`src/hw/uvp_pkg.sv`:
```
package uvp_pkg;
    // Geometry of the attached memory
    localparam int ADDR_W = 10;
    localparam int DATA_W = 8;
    localparam int WORDS = 1024;
    localparam logic [7:0] ERASED_WORD = 8'hFF;
    // Clock period in ns
    localparam int CLK_NS = 100;
    // Timer width, covers the longest pulse count
    localparam int TMR_W = 14;
    // Times as printed, in ns
    localparam int ACCESS_NS = 450;        // Address to output, worst grade
    localparam int DESELECT_FLOAT_NS = 120;
    localparam int SETUP_NS = 10000;       // Address, data, select setup
    localparam int HOLD_NS = 1000;         // Address and data hold
    localparam int SEL_HOLD_NS = 500;      // Select hold after pulse
    localparam int PROGRAM_TO_READ_NS = 10000;
    localparam int PULSE_MIN_NS = 100000;
    localparam int PULSE_MAX_NS = 1000000;
    localparam int TOTAL_PROGRAM_NS = 100000000;
    localparam int LOOPS_MIN = 100;
    localparam int LOOPS_MAX = 1000;
    // Least times round up to whole cycles
    localparam int ACCESS_CYC = (ACCESS_NS + CLK_NS - 1) / CLK_NS;
    localparam int FLOAT_CYC = (DESELECT_FLOAT_NS + CLK_NS - 1) / CLK_NS;
    localparam int SETUP_CYC = (SETUP_NS + CLK_NS - 1) / CLK_NS;
    localparam int HOLD_CYC = (HOLD_NS + CLK_NS - 1) / CLK_NS;
    localparam int SEL_HOLD_CYC = (SEL_HOLD_NS + CLK_NS - 1) / CLK_NS;
    localparam int RECOVER_CYC = (PROGRAM_TO_READ_NS + CLK_NS - 1) / CLK_NS;
    // Longest pulse rounds down, default pulse is the longest
    localparam int PULSE_CYC_DEF = PULSE_MAX_NS / CLK_NS;
    localparam int LOOPS_DEF = TOTAL_PROGRAM_NS / PULSE_MAX_NS;
    // Extra cycles of input synchroniser on read data
    localparam int SYNC_CYC = 2;
endpackage

```
`src/hw/uvp_tmr_if.sv`:
```
`timescale 1ns/1ps
// Delay timer hookup between controller and timer
interface uvp_tmr_if;
    logic load;                        // Start a new interval
    logic [uvp_pkg::TMR_W-1:0] cycles; // Interval length, at least one
    logic done;                        // Last cycle of the interval
    modport ctl (output load, output cycles, input done);
    modport tmr (input load, input cycles, output done);
endinterface

```
`src/hw/uvp_timer.sv`:
```
`timescale 1ns/1ps
module uvp_timer (
    input wire logic clk_i,
    input wire logic rst_b_i,
    uvp_tmr_if.tmr tmr
);
    logic [uvp_pkg::TMR_W-1:0] cnt_q; // Cycles left minus one

    // Load takes length minus one so a state lasts exactly that long
    always_ff @(posedge clk_i or negedge rst_b_i)
    begin
        if (!rst_b_i)
        begin
            cnt_q <= '0;
        end
        else if (tmr.load)
        begin
            cnt_q <= tmr.cycles - 1'b1;
        end
        else if (cnt_q != '0)
        begin
            cnt_q <= cnt_q - 1'b1;
        end
    end

    // Done while the count rests at zero; load is built from done,
    // so done must not look back at load or the two would loop
    assign tmr.done = (cnt_q == '0);
endmodule

```
`src/hw/uvp_ctrl.sv`:
```
`timescale 1ns/1ps
// Summary of operation
// - Elevated write level selects programming mode
// - Controller drives data lines while programming
// - Exactly one pulse per address per visit
// - N full loops over all 1024 addresses
// - Never two successive pulses on one address
// - Pulse 0.1 to 1.0 ms, N times >=100ms
// - Select changes after pulse, before address change
// - Drop write level before first read address
// - Wait 10 us after last pulse before reading
// - Drive program pin low between pulses
// - Unused addresses get all-ones data every loop
// - Rewrite earlier words with original data each loop
module uvp_ctrl #(
    parameter int PULSE_CYC = uvp_pkg::PULSE_CYC_DEF, // Pulse width cycles
    parameter int LOOPS = uvp_pkg::LOOPS_DEF          // Program loops N
) (
    input wire logic clk_i,
    input wire logic rst_b_i,
    // User command side
    input wire logic rd_req_i,
    input wire logic [uvp_pkg::ADDR_W-1:0] rd_addr_i,
    output logic [uvp_pkg::DATA_W-1:0] rd_data_o,
    output logic rd_valid_o,
    input wire logic prog_start_i,
    output logic [uvp_pkg::ADDR_W-1:0] image_addr_o,
    input wire logic [uvp_pkg::DATA_W-1:0] image_data_i,
    input wire logic image_keep_i,
    output logic busy_o,
    output logic prog_done_o,
    // Memory pins
    output logic [uvp_pkg::ADDR_W-1:0] mem_addr_o,
    output logic chip_sel_b_o,
    output logic elevated_write_level_o,
    output logic program_pulse_high_level_o,
    output logic program_pulse_drive_o,
    input wire logic [uvp_pkg::DATA_W-1:0] data_lines_i,
    output logic [uvp_pkg::DATA_W-1:0] data_lines_o,
    output logic data_lines_oe_o
);
    typedef enum logic [3:0] {
        UVP_IDLE,
        UVP_RD_ACC,
        UVP_RD_FLOAT,
        UVP_PG_ENTER,
        UVP_PG_SETUP,
        UVP_PG_PULSE,
        UVP_PG_HOLD,
        UVP_PG_SELHOLD,
        UVP_PG_RECOVER
    } uvp_state_t;

    localparam logic [uvp_pkg::TMR_W-1:0] T_ACC =
        uvp_pkg::TMR_W'(uvp_pkg::ACCESS_CYC + uvp_pkg::SYNC_CYC);
    localparam logic [uvp_pkg::TMR_W-1:0] T_FLOAT =
        uvp_pkg::TMR_W'(uvp_pkg::FLOAT_CYC);
    localparam logic [uvp_pkg::TMR_W-1:0] T_SETUP =
        uvp_pkg::TMR_W'(uvp_pkg::SETUP_CYC);
    localparam logic [uvp_pkg::TMR_W-1:0] T_HOLD =
        uvp_pkg::TMR_W'(uvp_pkg::HOLD_CYC);
    localparam logic [uvp_pkg::TMR_W-1:0] T_SELHOLD =
        uvp_pkg::TMR_W'(uvp_pkg::SEL_HOLD_CYC);
    localparam logic [uvp_pkg::TMR_W-1:0] T_RECOVER =
        uvp_pkg::TMR_W'(uvp_pkg::RECOVER_CYC);
    localparam logic [uvp_pkg::TMR_W-1:0] T_PULSE =
        uvp_pkg::TMR_W'(PULSE_CYC);
    localparam logic [uvp_pkg::ADDR_W-1:0] LAST_ADDR =
        uvp_pkg::ADDR_W'(uvp_pkg::WORDS - 1);
    localparam logic [9:0] LAST_LOOP = 10'(LOOPS - 1);

    uvp_state_t state_q; // Sequencer state
    logic [uvp_pkg::ADDR_W-1:0] addr_q; // Address on the pins
    logic [9:0] loop_q; // Completed program loops
    logic [uvp_pkg::DATA_W-1:0] sync1_q; // Read data, first stage
    logic [uvp_pkg::DATA_W-1:0] sync2_q; // Read data, second stage
    logic sel_b_q; // Read select, active low
    logic write_lvl_q; // Elevated write level on
    logic pulse_q; // Program pin at high level
    logic [uvp_pkg::DATA_W-1:0] wdata_q; // Data driven in program mode
    logic data_oe_q; // Data line driver on
    logic [uvp_pkg::DATA_W-1:0] rd_data_q; // Captured read word
    logic rd_valid_q; // Read word ready pulse
    logic done_q; // Program sequence finished pulse
    logic busy_q; // Sequence in progress
    logic drive_q; // Program pin driver on
    logic [uvp_pkg::ADDR_W-1:0] img_addr_q; // Word asked of the image
    logic last_addr; // Current visit is the top word
    logic last_loop; // Current loop is the final one

    uvp_tmr_if tmr_if ();

    uvp_timer u_timer (
        .clk_i(clk_i),
        .rst_b_i(rst_b_i),
        .tmr(tmr_if)
    );

    assign last_addr = (addr_q == LAST_ADDR);
    assign last_loop = (loop_q == LAST_LOOP);

    // Timer loads on every state entry with that state's length
    always_comb
    begin
        tmr_if.load = 1'b0;
        tmr_if.cycles = T_FLOAT;
        case (state_q)
            UVP_IDLE:
            begin
                if (rd_req_i)
                begin
                    tmr_if.load = 1'b1;
                    tmr_if.cycles = T_ACC;
                end
                else if (prog_start_i)
                begin
                    tmr_if.load = 1'b1;
                    tmr_if.cycles = T_SETUP; // Select setup
                end
            end
            UVP_RD_ACC:
            begin
                tmr_if.load = tmr_if.done;
                tmr_if.cycles = T_FLOAT;
            end
            UVP_PG_ENTER:
            begin
                tmr_if.load = tmr_if.done;
                tmr_if.cycles = T_SETUP;
            end
            UVP_PG_SETUP:
            begin
                tmr_if.load = tmr_if.done;
                tmr_if.cycles = T_PULSE;
            end
            UVP_PG_PULSE:
            begin
                tmr_if.load = tmr_if.done;
                // Final pulse waits select hold instead of address hold
                if (last_addr && last_loop)
                begin
                    tmr_if.cycles = T_SELHOLD;
                end
                else
                begin
                    tmr_if.cycles = T_HOLD;
                end
            end
            UVP_PG_HOLD:
            begin
                tmr_if.load = tmr_if.done;
                tmr_if.cycles = T_SETUP;
            end
            UVP_PG_SELHOLD:
            begin
                tmr_if.load = tmr_if.done;
                tmr_if.cycles = T_RECOVER;
            end
            default:
            begin
                tmr_if.load = 1'b0;
                tmr_if.cycles = T_FLOAT;
            end
        endcase
    end

    // Sequencer; read wins over program when both are asked at once
    always_ff @(posedge clk_i or negedge rst_b_i)
    begin
        if (!rst_b_i)
        begin
            state_q <= UVP_IDLE;
        end
        else
        begin
            case (state_q)
                UVP_IDLE:
                begin
                    if (rd_req_i)
                    begin
                        state_q <= UVP_RD_ACC;
                    end
                    else if (prog_start_i)
                    begin
                        state_q <= UVP_PG_ENTER;
                    end
                end
                UVP_RD_ACC:
                begin
                    if (tmr_if.done)
                    begin
                        state_q <= UVP_RD_FLOAT;
                    end
                end
                UVP_RD_FLOAT:
                begin
                    if (tmr_if.done)
                    begin
                        state_q <= UVP_IDLE;
                    end
                end
                UVP_PG_ENTER:
                begin
                    if (tmr_if.done)
                    begin
                        state_q <= UVP_PG_SETUP;
                    end
                end
                UVP_PG_SETUP:
                begin
                    if (tmr_if.done)
                    begin
                        state_q <= UVP_PG_PULSE;
                    end
                end
                UVP_PG_PULSE:
                begin
                    if (tmr_if.done && last_addr && last_loop)
                    begin
                        state_q <= UVP_PG_SELHOLD;
                    end
                    else if (tmr_if.done)
                    begin
                        state_q <= UVP_PG_HOLD;
                    end
                end
                UVP_PG_HOLD:
                begin
                    if (tmr_if.done)
                    begin
                        state_q <= UVP_PG_SETUP; // Next address
                    end
                end
                UVP_PG_SELHOLD:
                begin
                    if (tmr_if.done)
                    begin
                        state_q <= UVP_PG_RECOVER;
                    end
                end
                UVP_PG_RECOVER:
                begin
                    if (tmr_if.done)
                    begin
                        state_q <= UVP_IDLE;
                    end
                end
                default:
                begin
                    state_q <= UVP_IDLE;
                end
            endcase
        end
    end

    // Address and loop counting; in a program run the address steps only after hold
    always_ff @(posedge clk_i or negedge rst_b_i)
    begin
        if (!rst_b_i)
        begin
            addr_q <= '0;
            img_addr_q <= '0;
            loop_q <= '0;
        end
        else if (state_q == UVP_IDLE && rd_req_i)
        begin
            addr_q <= rd_addr_i;
            img_addr_q <= rd_addr_i;
        end
        else if (state_q == UVP_IDLE && prog_start_i)
        begin
            addr_q <= '0;
            img_addr_q <= '0;
            loop_q <= '0;
        end
        else if (state_q == UVP_PG_PULSE && tmr_if.done)
        begin
            // Image looks one word ahead so data moves with address
            img_addr_q <= addr_q + 1'b1;
        end
        else if (state_q == UVP_PG_HOLD && tmr_if.done)
        begin
            addr_q <= addr_q + 1'b1; // Wraps to zero
            if (last_addr)
            begin
                loop_q <= loop_q + 1'b1;
            end
        end
    end

    // Select and write level; read select is held high in program mode
    always_ff @(posedge clk_i or negedge rst_b_i)
    begin
        if (!rst_b_i)
        begin
            sel_b_q <= 1'b1;
            write_lvl_q <= 1'b0;
        end
        else
        begin
            sel_b_q <= !(state_q == UVP_IDLE && rd_req_i) &&
                !(state_q == UVP_RD_ACC && !tmr_if.done);
            if (state_q == UVP_IDLE && !rd_req_i && prog_start_i)
            begin
                write_lvl_q <= 1'b1;
            end
            else if (state_q == UVP_PG_SELHOLD && tmr_if.done)
            begin
                write_lvl_q <= 1'b0; // Address still parked
            end
        end
    end

    // Program pin; the low level is always actively driven
    always_ff @(posedge clk_i or negedge rst_b_i)
    begin
        if (!rst_b_i)
        begin
            pulse_q <= 1'b0;
        end
        else
        begin
            pulse_q <= (state_q == UVP_PG_SETUP && tmr_if.done) ||
                (state_q == UVP_PG_PULSE && !tmr_if.done);
        end
    end

    // Program data; words not kept are written as all ones
    always_ff @(posedge clk_i or negedge rst_b_i)
    begin
        if (!rst_b_i)
        begin
            wdata_q <= uvp_pkg::ERASED_WORD;
            data_oe_q <= 1'b0;
        end
        else
        begin
            // Taken on the last cycle only, as the address moves or the first setup starts
            if ((state_q == UVP_PG_ENTER || state_q == UVP_PG_HOLD) &&
                tmr_if.done)
            begin
                // Image is the full wanted content
                wdata_q <= image_keep_i ? image_data_i :
                    uvp_pkg::ERASED_WORD;
            end
            // Drivers off with the write level, so no clash on read
            data_oe_q <= write_lvl_q &&
                !(state_q == UVP_PG_SELHOLD && tmr_if.done);
        end
    end

    // Read data passes two flops before it is captured
    always_ff @(posedge clk_i or negedge rst_b_i)
    begin
        if (!rst_b_i)
        begin
            sync1_q <= '0;
            sync2_q <= '0;
            rd_data_q <= '0;
            rd_valid_q <= 1'b0;
        end
        else
        begin
            sync1_q <= data_lines_i;
            sync2_q <= sync1_q;
            rd_valid_q <= (state_q == UVP_RD_ACC) && tmr_if.done;
            if (state_q == UVP_RD_ACC && tmr_if.done)
            begin
                rd_data_q <= sync2_q;
            end
        end
    end

    // Status flags
    always_ff @(posedge clk_i or negedge rst_b_i)
    begin
        if (!rst_b_i)
        begin
            done_q <= 1'b0;
            busy_q <= 1'b0;
            drive_q <= 1'b1;
        end
        else
        begin
            done_q <= (state_q == UVP_PG_RECOVER) && tmr_if.done;
            // Registered copy of the next state being other than idle
            if (state_q == UVP_IDLE)
            begin
                busy_q <= rd_req_i || prog_start_i;
            end
            else
            begin
                busy_q <= !(tmr_if.done && (state_q == UVP_RD_FLOAT ||
                    state_q == UVP_PG_RECOVER));
            end
            drive_q <= 1'b1; // Pin never floats
        end
    end

    assign busy_o = busy_q;
    assign image_addr_o = img_addr_q;
    assign mem_addr_o = addr_q;
    assign chip_sel_b_o = sel_b_q;
    assign elevated_write_level_o = write_lvl_q;
    assign program_pulse_high_level_o = pulse_q;
    assign program_pulse_drive_o = drive_q;
    assign data_lines_o = wdata_q;
    assign data_lines_oe_o = data_oe_q;
    assign rd_data_o = rd_data_q;
    assign rd_valid_o = rd_valid_q;
    assign prog_done_o = done_q;
endmodule

```
`config.mk`:
```
export PLATFORM = sky130hd
export DESIGN_NAME = uvp_ctrl
export DESIGN_NICKNAME = d
export VERILOG_FILES = /design/src/hw/uvp_pkg.sv /design/src/hw/uvp_tmr_if.sv /design/src/hw/uvp_timer.sv /design/src/hw/uvp_ctrl.sv
export SDC_FILE = /design/constraint.sdc
export NUM_CORES = 1
export LEC_CHECK = 0
export BUFFER_PORTS_ARGS = -buffer_cell sky130_fd_sc_hd__buf_4
export CAP_MARGIN = 20
export CORE_UTILIZATION = 40
export DETAILED_ROUTE_END_ITERATION = 16
export HOLD_SLACK_MARGIN = 0.08
export SKIP_CTS_REPAIR_TIMING = 1
export SLEW_MARGIN = 40
export SYNTH_ARGS = -nofsm -noshare
export SYNTH_HDL_FRONTEND = slang
export SYNTH_HIERARCHICAL = 1
export SYNTH_SLANG_ARGS = --single-unit
```
`constraint.sdc`:
```
create_clock -name clk_i -period 11.2 [get_ports clk_i]
set_input_delay 1.12 -clock clk_i [delete_from_list [all_inputs] [get_ports clk_i]]
set_output_delay 1.12 -clock clk_i [all_outputs]
set_load 0.02 [all_outputs]
```
**After elaboration in Yosys (flattened, before gate mapping)**

Cells that the tools add are included.

- Reductions and logical operators: 45
- Bitwise logic cells: 1
- Equal/unequal tests: 19
- Mux-type cells: 34
- Add/sub/neg operators: 4

Operators with widths:

| operator | count |
|---|---|
| 10-bit two-way mux | 11 |
| 14-bit one-hot mux with 4 select lines | 1 |
| 14-bit two-way mux | 3 |
| 4-bit two-way mux | 10 |
| 4-bit one-hot mux with 7 select lines | 1 |
| 14-bit by 1-bit subtractor with 14-bit output (second input constant) | 2 |
| 10-bit by 1-bit adder with 10-bit output (second input constant) | 2 |
| 1-bit logical AND | 19 |
| 4-bit by 3-bit == test with 1-bit output (second input constant) | 4 |
| 14-bit zero test | 1 |
| 14-bit nonzero test | 1 |
| 10-bit == test (second input constant) | 1 |
| 10-bit by 7-bit == test with 1-bit output (second input constant) | 1 |
| 3-bit != test (second input constant) | 3 |
| 4-bit by 2-bit == test with 1-bit output (second input constant) | 2 |
| 8-bit two-way mux | 1 |
| 2-bit != test (second input constant) | 4 |
| 2-bit nonzero test | 4 |
| 7-bit two-way mux | 1 |
| 7-bit AND reduction | 1 |
| 1-bit zero test | 6 |
| 3-bit nonzero test | 2 |
| 6-bit OR reduction | 1 |
| 1-bit two-way mux | 5 |
| other kinds (11) | 16 |

- Word-level logic and storage cells: 119
- Flip-flop bits (word level): 87
- Input bits: 31

**Logic depth before layout (Yosys ltp)**

Gate-level depths: netlist (run 1).

- Depth in word-level cells: 6
- Depth in mapped cells: 15
- Depth with buffers taken out: 12

**By module**

The synthesis (run 1) kept the hierarchy.

Modules (own cells, without submodules):

| module | instances | area each (µm²) | cells each | seq. area each (µm²) |
|---|---|---|---|---|
| uvp_ctrl | 1 | 3472.1 | 327 | 1838.0 |
| uvp_timer | 1 | 1041.0 | 118 | 350.3 |

**Worst setup path before layout (run 1)**

Ideal clock, no wire load.

- Kind: input port to flip-flop
- Start: input port rd_req_i
- End: register u_timer/cnt_q[10] (netlist bit)
- Setup slack: 7.052 ns
- Arrival: 4.027 ns
- Stages on the path: 13
- Buffers on the path: 4
- Required time: 11.079 ns
- Setup time: 0.121 ns
- Path through: clkbuf_1 or2_2 nand2_1 o21ai_0 buf_2 buf_1 clkbuf_1 mux2i_1 ha_1 o221ai_1 nor3b_1 xor2_1 a22o_1

RTL lines:

| element | RTL line | source |
|---|---|---|
| start: declaration | uvp_ctrl.sv:22 | `input wire logic rd_req_i,` |
| 1-bit two-way mux (*) | uvp_ctrl.sv:110 | `if (rd_req_i)` |
| 1-bit one-hot mux with 2 select lines (*) | uvp_ctrl.sv:107 | `case (state_q)` |
| named net tmr_if.load | uvp_tmr_if.sv:4 | `logic load;` |
| 14-bit two-way mux / 2-bit nonzero test (equally long branches) | n/a |  |
| end signal: assignment | uvp_timer.sv:18 | `cnt_q <= tmr.cycles - 1'b1;` |
| end signal: assignment | uvp_timer.sv:22 | `cnt_q <= cnt_q - 1'b1;` |
| end: declaration | uvp_timer.sv:7 | `logic [uvp_pkg::TMR_W-1:0] cnt_q;` |

The timed path passes the listed nets; every way through them passes the cells marked *.
A chain may end at the register's enable or synchronous reset.

**Worst setup path after layout (run 1)**

- Start: register u_timer/cnt_q[2] (netlist bit)
- End: register u_timer/cnt_q[10] (netlist bit)

- Cells in the longest elaborated chain, start to end: 3

RTL lines:

| element | RTL line | source |
|---|---|---|
| 14-bit zero test (*) | uvp_timer.sv:28 | `assign tmr.done = (cnt_q == '0);` |
| named net tmr_if.done | uvp_tmr_if.sv:6 | `logic done;` |
| 1-bit one-hot mux with 2 select lines (*) | uvp_ctrl.sv:107 |  |
| named net tmr_if.load | uvp_tmr_if.sv:4 |  |
| 14-bit two-way mux / 2-bit nonzero test (equally long branches) | n/a |  |

The timed path passes the listed nets; every way through them passes the cells marked *. The select of a mux whose other input is x is not followed.

==> results of run 1 <==
==> registers in the layout, summed over array words and instances, names as in the netlist, 4 cells and up <==
signal	count
mem_addr_o	10
loop_q	10
data_lines_o	8
sync1_q	8
u_timer/cnt_q	14
rd_data_o	8
sync2_q	8
image_addr_o	10
state_q	4
==> per-stage QoR <==
stage / power [mW] / std cells / setup slack (ns)
finish: 0.664 / 661 / 6.85
global route: 0.691 / 661 / 6.51
CTS: 0.676 / 661 / 6.84
detailed placement: 0.355 / 645 / 6.84
global placement: 0.354 / 645 / 7.08
floorplan: 0.336 / 452 / 7.05
==> layout by cell type, fill, tap and decap left out, types with 11 or more instances in the layout <==
cell type and instances:
sky130_fd_sc_hd__mux2_2 11, sky130_fd_sc_hd__xnor2_1 14, sky130_fd_sc_hd__nor2_1 29, sky130_fd_sc_hd__a21oi_1 21, sky130_fd_sc_hd__nor2b_1 14, sky130_fd_sc_hd__nand2_1 34
sky130_fd_sc_hd__nor3_1 21, sky130_fd_sc_hd__o21ai_0 20, sky130_fd_sc_hd__nand3_1 22, sky130_fd_sc_hd__buf_4 76, sky130_fd_sc_hd__dfrtp_1 78
==> cell families after synthesis <==
| family | synth area share |
|---|---|
| adder cells (fa/ha/maj) | 0.00832 |
| flip-flops | 0.485 |
| buffers and inverters | 0.0380 |
| other | 0.00166 |
| AND/OR/NAND/NOR | 0.226 |
| AO/OA/AOI/OAI | 0.162 |
| multiplexers | 0.0341 |
| XOR/XNOR | 0.0446 |
==> final cells by class <==
type	count	area [sq um]	area share
Sequential cell	87	2190	0.401
Multi-Input combinational cell	333	2180	0.400
Timing Repair Buffer	76	571	0.104
Clock buffer	9	225	0.0412
Tap cell	140	175	0.0321
Clock inverter	7	86.3	0.0158
Inverter	9	33.8	0.00618
==> critical path: stages (launching register included) <==
cell and delay [ns]:
sky130_fd_sc_hd__dfrtp_1 0.41, sky130_fd_sc_hd__or3_4 0.41, sky130_fd_sc_hd__nor3_1 0.32, sky130_fd_sc_hd__nand3_1 0.27, sky130_fd_sc_hd__inv_1 0.51, sky130_fd_sc_hd__nand2b_1 0.19
sky130_fd_sc_hd__o21ai_2 0.15, sky130_fd_sc_hd__buf_4 0.37, sky130_fd_sc_hd__mux2i_1 0.30, sky130_fd_sc_hd__ha_1 0.28, sky130_fd_sc_hd__o221ai_1 0.28, sky130_fd_sc_hd__nor3b_1 0.42
sky130_fd_sc_hd__xor2_1 0.12, sky130_fd_sc_hd__a22o_1 0.22
==> worst paths after layout <==
check | slack [ns] | cells after the start | end
worst min-delay path | 0.35 | 0 | sync2_q[5]
min in group asynchronous | 0.72 | 1 | mem_addr_o[4]
worst max-delay path | 6.85 | 13 | u_timer/cnt_q[10]
worst min register to register | 0.35 | 0 | sync2_q[5]
worst max register to register | 6.85 | 13 | u_timer/cnt_q[10]
max in group asynchronous | 9.46 | 2 | u_timer/cnt_q[0]
==> metal layers <==
layer	GRT usage	vias to the layer above
met4	0.0519	0
li1	-	1740
met1	0.244	1739
met5	0	-
met2	0.314	96
met3	0.0488	6
==> where the power goes <==
part	internal, mW	total [mW]	switching (mW)
registers	0.319	0.321	0.00247
clock network	0.178	0.316	0.138
logic	0.0125	0.0270	0.0145
total	0.510	0.664	0.155
==> report_table.html, run 1 <==
<table>
<tr><th>Metric</th><th>Value</th></tr>
<tr><th colspan="2">Status</th></tr>
<tr><td>Result of the run</td><td>completed</td></tr>
<tr><th colspan="2">Drt</th></tr>
<tr><td>First-pass iteration count of the detailed router</td><td>5</td></tr>
<tr><td>Remaining DRCs</td><td>0</td></tr>
<tr><td>Average vias per placed instance</td><td>5.42</td></tr>
<tr><td>Total Routed Length</td><td>between 10000 and 15000 um</td></tr>
<tr><td>Post-detailed-route count of antenna-violating nets</td><td>0</td></tr>
<tr><td>1st-iter DRT viols</td><td>193</td></tr>
<tr><td>Total vias in the final route</td><td>between 3000 and 4000</td></tr>
<tr><td>Detail Route met3 WL</td><td>roughly 500 um</td></tr>
<tr><td>Top sig layer</td><td>met4</td></tr>
<tr><td>Met1 wire length</td><td>4660 um</td></tr>
<tr><td>Wire per inst</td><td>approximately 15 um</td></tr>
<tr><td>Met2 layer wire length in the routed design</td><td>4960 um</td></tr>
<tr><th colspan="2">Logic synthesis</th></tr>
<tr><td>Top cell type's share of synthesized area</td><td>0.432</td></tr>
<tr><td>Share of the yosys chip area belonging to registers</td><td>0.485</td></tr>
<tr><td>Netlist area before placement</td><td>approximately 4500 sq um</td></tr>
<tr><td>Synth warn</td><td>6</td></tr>
<tr><td>Number of enable flip-flop cells after synthesis</td><td>0</td></tr>
<tr><td>Unique masters post-synth</td><td>70</td></tr>
<tr><td>Synthesized area divided by synthesized cell count</td><td>10.1 sq um</td></tr>
<tr><td>Most frequent cells after synthesis</td><td>sky130_fd_sc_hd__dfrtp_1 (78), sky130_fd_sc_hd__nand2_1 (34), sky130_fd_sc_hd__nor2_1 (29)</td></tr>
<tr><td>Most area-hungry cell type in the Yosys netlist</td><td>sky130_fd_sc_hd__dfrtp_1</td></tr>
<tr><td>Total of flip-flops plus latches after synthesis</td><td>87</td></tr>
<tr><td>Count of mapped cells out of synthesis</td><td>445</td></tr>
<tr><td>Primary FF master, synth</td><td>sky130_fd_sc_hd__dfrtp_1</td></tr>
<tr><td>Synth top area cells</td><td>sky130_fd_sc_hd__dfrtp_1 (43%), sky130_fd_sc_hd__dfstp_2 (5.2%), sky130_fd_sc_hd__nand2_1 (2.8%)</td></tr>
<tr><td>Async set-reset flop share out of synthesis</td><td>1.00</td></tr>
<tr><td>Library cell with the highest instance count after synthesis</td><td>sky130_fd_sc_hd__dfrtp_1</td></tr>
<tr><th colspan="2">Setup path</th></tr>
<tr><td>Top fanout value on the critical path</td><td>41</td></tr>
<tr><td>Start-to-end type of the worst setup path</td><td>reg2reg</td></tr>
<tr><td>Endpoint class of the critical path</td><td>flip-flop</td></tr>
<tr><td>Worst setup path start</td><td>u_timer/cnt_q[2]</td></tr>
<tr><td>Crit Reg-Reg Startpoint</td><td>u_timer/cnt_q[2]</td></tr>
<tr><td>Data arrival time of the critical path</td><td>4.59 ns</td></tr>
<tr><td>Required time reported for the critical path endpoint</td><td>11.44 ns</td></tr>
<tr><td>Startpoint class of the critical path</td><td>flip-flop</td></tr>
<tr><th colspan="2">Timing</th></tr>
<tr><td>Final Cycle Share</td><td>0.388</td></tr>
<tr><td>Rel. slew slack</td><td>0.556</td></tr>
<tr><td>Post-layout min period</td><td>4.35 ns</td></tr>
<tr><td>Number of failing setup endpoints in the final timing report</td><td>0</td></tr>
<tr><td>Total Neg Setup Slack</td><td>0 ns</td></tr>
<tr><td>Max-slew violations</td><td>0</td></tr>
<tr><td>Hold Violations, Final</td><td>0</td></tr>
<tr><td>Maximum clock frequency</td><td>230 MHz</td></tr>
<tr><td>Slew at the pin closest to its max-slew limit</td><td>0.665 ns</td></tr>
<tr><td>Clock tree skew after final layout</td><td>0.00769 ns</td></tr>
<tr><td>Hold_ws</td><td>0.351 ns</td></tr>
<tr><td>Setup repair after global routing missed its margin</td><td>no</td></tr>
<tr><th colspan="2">Floorplanning</th></tr>
<tr><td>Standard-cell row count</td><td>38</td></tr>
<tr><td>Area of the core region</td><td>10900 sq um</td></tr>
<tr><td>Floorplan die height</td><td>108 um</td></tr>
<tr><td>Starting utilization of the core area</td><td>0.413</td></tr>
<tr><td>Die span in x</td><td>around 110 um</td></tr>
<tr><td>Die Footprint</td><td>11700 sq um</td></tr>
<tr><td>Count of boundary I/O pins</td><td>75</td></tr>
<tr><th colspan="2">CTS</th></tr>
<tr><td>Total CTS buffers</td><td>9</td></tr>
<tr><td>CTS Sinks</td><td>between 80 and 90</td></tr>
<tr><td>Latest clock arrival within the worst-skew pair</td><td>0.34 ns</td></tr>
<tr><td>TritonCTS clock tree</td><td>built</td></tr>
<tr><td>Clock tree root buffer cell</td><td>sky130_fd_sc_hd__clkbuf_16</td></tr>
<tr><td>Maximum root-to-sink buffer count</td><td>2</td></tr>
<tr><td>Worst-path clk slew</td><td>0.07 ns</td></tr>
<tr><td>CTS H-tree lvls</td><td>3</td></tr>
<tr><th colspan="2">Final layout</th></tr>
<tr><td>Growth of design area from synthesis to finish</td><td>21.0%</td></tr>
<tr><td>End-of-flow core utilization</td><td>0.500</td></tr>
<tr><td>Nets</td><td>550</td></tr>
<tr><td>Post-route design area</td><td>5460 sq um</td></tr>
<tr><td>Share of post-route cells with drive strength above 1</td><td>0.271</td></tr>
<tr><td>Total inserted antenna cells</td><td>0</td></tr>
<tr><td>Fill cell total of the finished layout</td><td>1028</td></tr>
<tr><th colspan="2">GRT</th></tr>
<tr><td>Antenna violations before repair</td><td>0</td></tr>
<tr><td>Global-route total usage across every layer</td><td>0.189</td></tr>
<tr><td>Largest net degree at the start of global routing</td><td>55</td></tr>
<tr><td>First-pass GRT wire length</td><td>17200 um</td></tr>
<tr><td>Vias in the first global route</td><td>3463</td></tr>
<tr><td>Total congestion overflow after global routing</td><td>0</td></tr>
<tr><th colspan="2">Placement</th></tr>
<tr><td>Quantity of I/O buffers inserted on ports</td><td>73</td></tr>
<tr><td>Final weighted congestion of routability-driven global placement</td><td>about 0.81</td></tr>
<tr><td>Placed standard-cell area</td><td>5150 sq um</td></tr>
<tr><td>Total half-perimeter wirelength after legalization and detailed placement</td><td>7220 um</td></tr>
<tr><th colspan="2">Power</th></tr>
<tr><td>Worst-case vdd ir drop</td><td>94.8 uV</td></tr>
<tr><td>Power per cell area</td><td>122 nW/um^2</td></tr>
<tr><td>Leakage</td><td>2.42 nW</td></tr>
<tr><th colspan="2">Worst hold path</th></tr>
<tr><td>Worst min-delay path class</td><td>reg2reg</td></tr>
<tr><td>Startpoint of the lowest-slack hold path</td><td>sync1_q[5]</td></tr>
<tr><th colspan="2">Job</th></tr>
<tr><td>Number of maximum-capacitance violations</td><td>0</td></tr>
</table>
Power figures use the tool's default switching activity.
==> run 2: changes to the inputs <==
--- a/config.mk
+++ b/config.mk
@@ -5,6 +5,7 @@
 export SDC_FILE = /design/constraint.sdc
 export NUM_CORES = 1
 export LEC_CHECK = 0
+export ABC_AREA = 1
 export BUFFER_PORTS_ARGS = -buffer_cell sky130_fd_sc_hd__buf_4
 export CAP_MARGIN = 20
 export CORE_UTILIZATION = 40
==> constraint.sdc (replaced) <==
create_clock -name clk_i -period 4.43 [get_ports clk_i]
set_input_delay 0.443 -clock clk_i [delete_from_list [all_inputs] [get_ports clk_i]]
set_output_delay 0.443 -clock clk_i [all_outputs]
set_load 0.02 [all_outputs]
==> run 2 against run 1 <==
  * Final cell count increased by 26%
  * Critical path depth rose by 3
  * Sequential power rose to 3.6 times the previous value
  * Maximum frequency increased by 48%
  * Worst setup slack worse by 5.4 ns
  * Global-route usage barely moved
  * Clock power grew to 2.5 times the previous value
  * Design area increased by 2.2%
  * Combinational power grew to 66 times the previous value
  * Critical endpoint is now u_timer/cnt_q[12]
==> report_table.html, run 2 <==
<table>
<tr><th>Metric</th><th>Value</th></tr>
<tr><th colspan="2">GRT</th></tr>
<tr><td>Antenna violations before repair</td><td>0</td></tr>
<tr><td>First-pass GRT wire length</td><td>17600 um</td></tr>
<tr><td>Largest net degree at the start of global routing</td><td>55</td></tr>
<tr><td>Vias in the first global route</td><td>roughly 3700</td></tr>
<tr><td>Global-route total usage across every layer</td><td>0.190</td></tr>
<tr><td>Total congestion overflow after global routing</td><td>0</td></tr>
<tr><th colspan="2">Timing</th></tr>
<tr><td>Clock tree skew after final layout</td><td>0.00688 ns</td></tr>
<tr><td>Final Cycle Share</td><td>0.664</td></tr>
<tr><td>Post-layout min period</td><td>2.94 ns</td></tr>
<tr><td>Setup repair after global routing missed its margin</td><td>no</td></tr>
<tr><td>Rel. slew slack</td><td>0.545</td></tr>
<tr><td>Slew at the pin closest to its max-slew limit</td><td>0.681 ns</td></tr>
<tr><td>Number of failing setup endpoints in the final timing report</td><td>0</td></tr>
<tr><td>Total Neg Setup Slack</td><td>0 ns</td></tr>
<tr><td>Final critical-path setup slack</td><td>1.49 ns</td></tr>
<tr><td>Maximum clock frequency</td><td>340 MHz</td></tr>
<tr><td>Hold Violations, Final</td><td>0</td></tr>
<tr><td>Max-slew violations</td><td>0</td></tr>
<tr><th colspan="2">Final layout</th></tr>
<tr><td>Count of placed standard cells in the final layout, fillers left out</td><td>834</td></tr>
<tr><td>Highest-count cells in the layout ignoring fill and taps</td><td>sky130_fd_sc_hd__nand2_1 (218), sky130_fd_sc_hd__dfrtp_1 (78), sky130_fd_sc_hd__buf_4 (76), sky130_fd_sc_hd__nor2_1 (67), sky130_fd_sc_hd__inv_1 (66)</td></tr>
<tr><td>Total inserted antenna cells</td><td>0</td></tr>
<tr><td>Growth of design area from synthesis to finish</td><td>21.0%</td></tr>
<tr><td>Fill cell total of the finished layout</td><td>1083</td></tr>
<tr><td>Total area of multi-input combinational cells</td><td>2040 sq um</td></tr>
<tr><td>Share of post-route cells with drive strength above 1</td><td>0.209</td></tr>
<tr><td>Nets</td><td>~720</td></tr>
<tr><td>Post-route design area</td><td>5580 sq um</td></tr>
<tr><td>Number of flip-flops in the largest register</td><td>14</td></tr>
<tr><td>Most common cell after layout, fill and taps aside</td><td>sky130_fd_sc_hd__nand2_1</td></tr>
<tr><td>Register ranked first by flip-flop count</td><td>u_timer/cnt_q</td></tr>
<tr><td>Register area</td><td>between 2000 and 2500 sq um</td></tr>
<tr><th colspan="2">Placement</th></tr>
<tr><td>Final weighted congestion of routability-driven global placement</td><td>approximately 0.9</td></tr>
<tr><td>Quantity of I/O buffers inserted on ports</td><td>73</td></tr>
<tr><td>Pre-CTS setup slack</td><td>1.56 ns</td></tr>
<tr><td>Placed standard-cell area</td><td>5250 sq um</td></tr>
<tr><td>Total instance count after detailed placement</td><td>817</td></tr>
<tr><td>Total half-perimeter wirelength after legalization and detailed placement</td><td>7590 um</td></tr>
<tr><th colspan="2">Setup path</th></tr>
<tr><td>R2R cell count</td><td>16</td></tr>
<tr><td>Start-to-end type of the worst setup path</td><td>reg2reg</td></tr>
<tr><td>CP Buf/Inv Count</td><td>5</td></tr>
<tr><td>Worst reg2reg endpoint</td><td>u_timer/cnt_q[12]</td></tr>
<tr><td>Required time reported for the critical path endpoint</td><td>between 4 and 5 ns</td></tr>
<tr><td>Endpoint class of the critical path</td><td>flip-flop</td></tr>
<tr><td>Gate family responsible for the most delay along the worst path</td><td>buffers and inverters</td></tr>
<tr><td>Worst reg2reg setup slack</td><td>1.49 ns</td></tr>
<tr><td>Crit Reg-Reg Startpoint</td><td>u_timer/cnt_q[10]</td></tr>
<tr><td>Max incr delay on CP</td><td>0.38 ns</td></tr>
<tr><td>Top fanout value on the critical path</td><td>30</td></tr>
<tr><td>CP most frequent cell</td><td>sky130_fd_sc_hd__nor2_1</td></tr>
<tr><td>Startpoint class of the critical path</td><td>flip-flop</td></tr>
<tr><td>Worst path cell trace</td><td>nor2_1, nand4_1, nor3_1, buf_4, inv_1, o21ai_2, buf_4, inv_4, o21ai_4, ha_1, inv_1, nor2_1, nand2_1, nor2_1, nand3_1, a21oi_1</td></tr>
<tr><td>Critical path's slowest cell</td><td>sky130_fd_sc_hd__dfrtp_1</td></tr>
<tr><td>Data arrival time of the critical path</td><td>between 3 and 4 ns</td></tr>
<tr><th colspan="2">Logic synthesis</th></tr>
<tr><td>Most area-hungry cell type in the Yosys netlist</td><td>sky130_fd_sc_hd__dfrtp_1</td></tr>
<tr><td>Unique masters post-synth</td><td>35</td></tr>
<tr><td>Primary FF master, synth</td><td>sky130_fd_sc_hd__dfrtp_1</td></tr>
<tr><td>Synthesized area divided by synthesized cell count</td><td>7.54 sq um</td></tr>
<tr><td>Total of flip-flops plus latches after synthesis</td><td>a little under 90</td></tr>
<tr><td>Synth top area cells</td><td>sky130_fd_sc_hd__dfrtp_1 (42%), sky130_fd_sc_hd__nand2_1 (18%), sky130_fd_sc_hd__nor2_1 (5.5%)</td></tr>
<tr><td>Top cell type's share of synthesized area</td><td>0.423</td></tr>
<tr><td>Async set-reset flop share out of synthesis</td><td>1.00</td></tr>
<tr><td>Library cell with the highest instance count after synthesis</td><td>sky130_fd_sc_hd__nand2_1</td></tr>
<tr><td>Netlist area before placement</td><td>4610 sq um</td></tr>
<tr><td>Count of mapped cells out of synthesis</td><td>612</td></tr>
<tr><td>Share of the yosys chip area belonging to registers</td><td>0.474</td></tr>
<tr><td>Number of enable flip-flop cells after synthesis</td><td>0</td></tr>
<tr><td>Synth warn</td><td>6</td></tr>
<tr><td>Most frequent cells after synthesis</td><td>sky130_fd_sc_hd__nand2_1 (218), sky130_fd_sc_hd__dfrtp_1 (78), sky130_fd_sc_hd__nor2_1 (67)</td></tr>
<tr><th colspan="2">Floorplanning</th></tr>
<tr><td>Floorplan die height</td><td>109 um</td></tr>
<tr><td>Count of boundary I/O pins</td><td>75</td></tr>
<tr><td>Starting utilization of the core area</td><td>0.418</td></tr>
<tr><td>Die Footprint</td><td>12000 sq um</td></tr>
<tr><td>Area of the core region</td><td>11000 sq um</td></tr>
<tr><td>Standard-cell row count</td><td>38</td></tr>
<tr><td>Die span in x</td><td>between 100 and 150 um</td></tr>
<tr><th colspan="2">Drt</th></tr>
<tr><td>Remaining DRCs</td><td>0</td></tr>
<tr><td>First-pass iteration count of the detailed router</td><td>5</td></tr>
<tr><td>Post-detailed-route count of antenna-violating nets</td><td>0</td></tr>
<tr><td>Average vias per placed instance</td><td>4.75</td></tr>
<tr><td>Total vias in the final route</td><td>3959</td></tr>
<tr><td>Total Routed Length</td><td>10300 um</td></tr>
<tr><td>Wire per inst</td><td>about 12 um</td></tr>
<tr><td>1st-iter DRT viols</td><td>235</td></tr>
<tr><th colspan="2">Worst hold path</th></tr>
<tr><td>Worst min-delay path class</td><td>in2reg</td></tr>
<tr><td>Startpoint of the lowest-slack hold path</td><td>data_lines_i[1]</td></tr>
<tr><td>Destination of the worst hold path</td><td>sync1_q[1]</td></tr>
<tr><td>Number of cells traversed by the worst hold path</td><td>1</td></tr>
<tr><th colspan="2">CTS</th></tr>
<tr><td>Total CTS buffers</td><td>9</td></tr>
<tr><td>CTS Sinks</td><td>87</td></tr>
<tr><td>CTS H-tree lvls</td><td>3</td></tr>
<tr><td>TritonCTS clock tree</td><td>built</td></tr>
<tr><td>Worst-path clk slew</td><td>0.07 ns</td></tr>
<tr><td>Clock tree root buffer cell</td><td>sky130_fd_sc_hd__clkbuf_16</td></tr>
<tr><td>Latest clock arrival within the worst-skew pair</td><td>approximately 0.34 ns</td></tr>
<tr><td>Maximum root-to-sink buffer count</td><td>2</td></tr>
<tr><th colspan="2">Power</th></tr>
<tr><td>Worst-case vdd ir drop</td><td>302 uV</td></tr>
<tr><td>Total Power Consumption</td><td>3.71 mW</td></tr>
<tr><td>Leakage</td><td>a little under 3 nW</td></tr>
<tr><td>Power per cell area</td><td>665 nW/um^2</td></tr>
<tr><th colspan="2">Status</th></tr>
<tr><td>Result of the run</td><td>completed</td></tr>
<tr><th colspan="2">Job</th></tr>
<tr><td>Number of maximum-capacitance violations</td><td>0</td></tr>
</table>
run 2: changes by cell type in the layout (fill, tap and decap cells not counted), sizes merged, moves of 7 or more:
cell    previous run  this run
inv               14        76
mux2              11         0
nand2             34       229
nand2b             7         0
nand3             22        41
nor2              31        80
nor2b             14         0
nor3              21         2
o21ai             23        32
o31ai              7         0
or3               10         0
xnor2             14         0
run 2: final cells by class:
class,instances,share of cell area
clock inverter,7,0.0177
timing repair buffer,77,0.104
inverter,73,0.0495
clock buffer,9,0.0403
sequential,87,0.392
tap,140,0.0314
multi-input combinational,441,0.365
run 2: per-layer routing:
metal	GRT usage	up-vias	share of wire
met5	0	-	0
met4	0.0667	0	0.013
met3	0.0415	12	0.052
met2	0.297	101	0.47
met1	0.260	1789	0.47
li1	-	2057	-
run 2: worst max-delay path by stage:
stage,startpoint,to,cells after the start
floorplan,u_timer/cnt_q[11],u_timer/cnt_q[12],17
global placement,u_timer/cnt_q[7],u_timer/cnt_q[12],16
detailed placement,u_timer/cnt_q[10],u_timer/cnt_q[12],16
CTS,u_timer/cnt_q[10],u_timer/cnt_q[12],16
global route,u_timer/cnt_q[10],u_timer/cnt_q[12],16
finish,u_timer/cnt_q[10],u_timer/cnt_q[12],16
run 2: cell families (layout without fill, tap and decap cells):
| logic type | after synthesis | in the layout | synth area share |
|---|---|---|---|
| adder cells (fa/ha/maj) | 3 | 3 | 0.00814 |
| AND/OR/NAND/NOR | 363 | 363 | 0.339 |
| other | 2 | 5 | 0.00163 |
| buffers and inverters | 87 | 166 | 0.0862 |
| XOR/XNOR | 5 | 5 | 0.00949 |
| flip-flops | 87 | 87 | 0.474 |
| AO/OA/AOI/OAI | 65 | 65 | 0.0808 |
run 2: through the flow:
step                      hold slack, ns   util
after floorplan                    0.147      -
after CTS                         0.0561  0.505
after global placement             0.333  0.476
after global routing               0.186  0.506
after detailed placement           0.336  0.476
final                              0.204  0.506
run 2: power by group:
group	leakage [nW]	internal, mW	switching, mW	total [mW]
clock network	0.154	0.454	0.342	0.796
registers	1.07	0.994	0.149	1.14
logic	1.67	0.592	1.18	1.77
run 2: worst reg2reg max path: cells and delay by family (launching register included):
kind	cells	cell delay, ns
buffers and inverters	5	0.91
AND/OR/NAND/NOR	7	0.84
AO/OA/AOI/OAI	3	0.48
flip-flops	1	0.38
adder cells (fa/ha/maj)	1	0.25
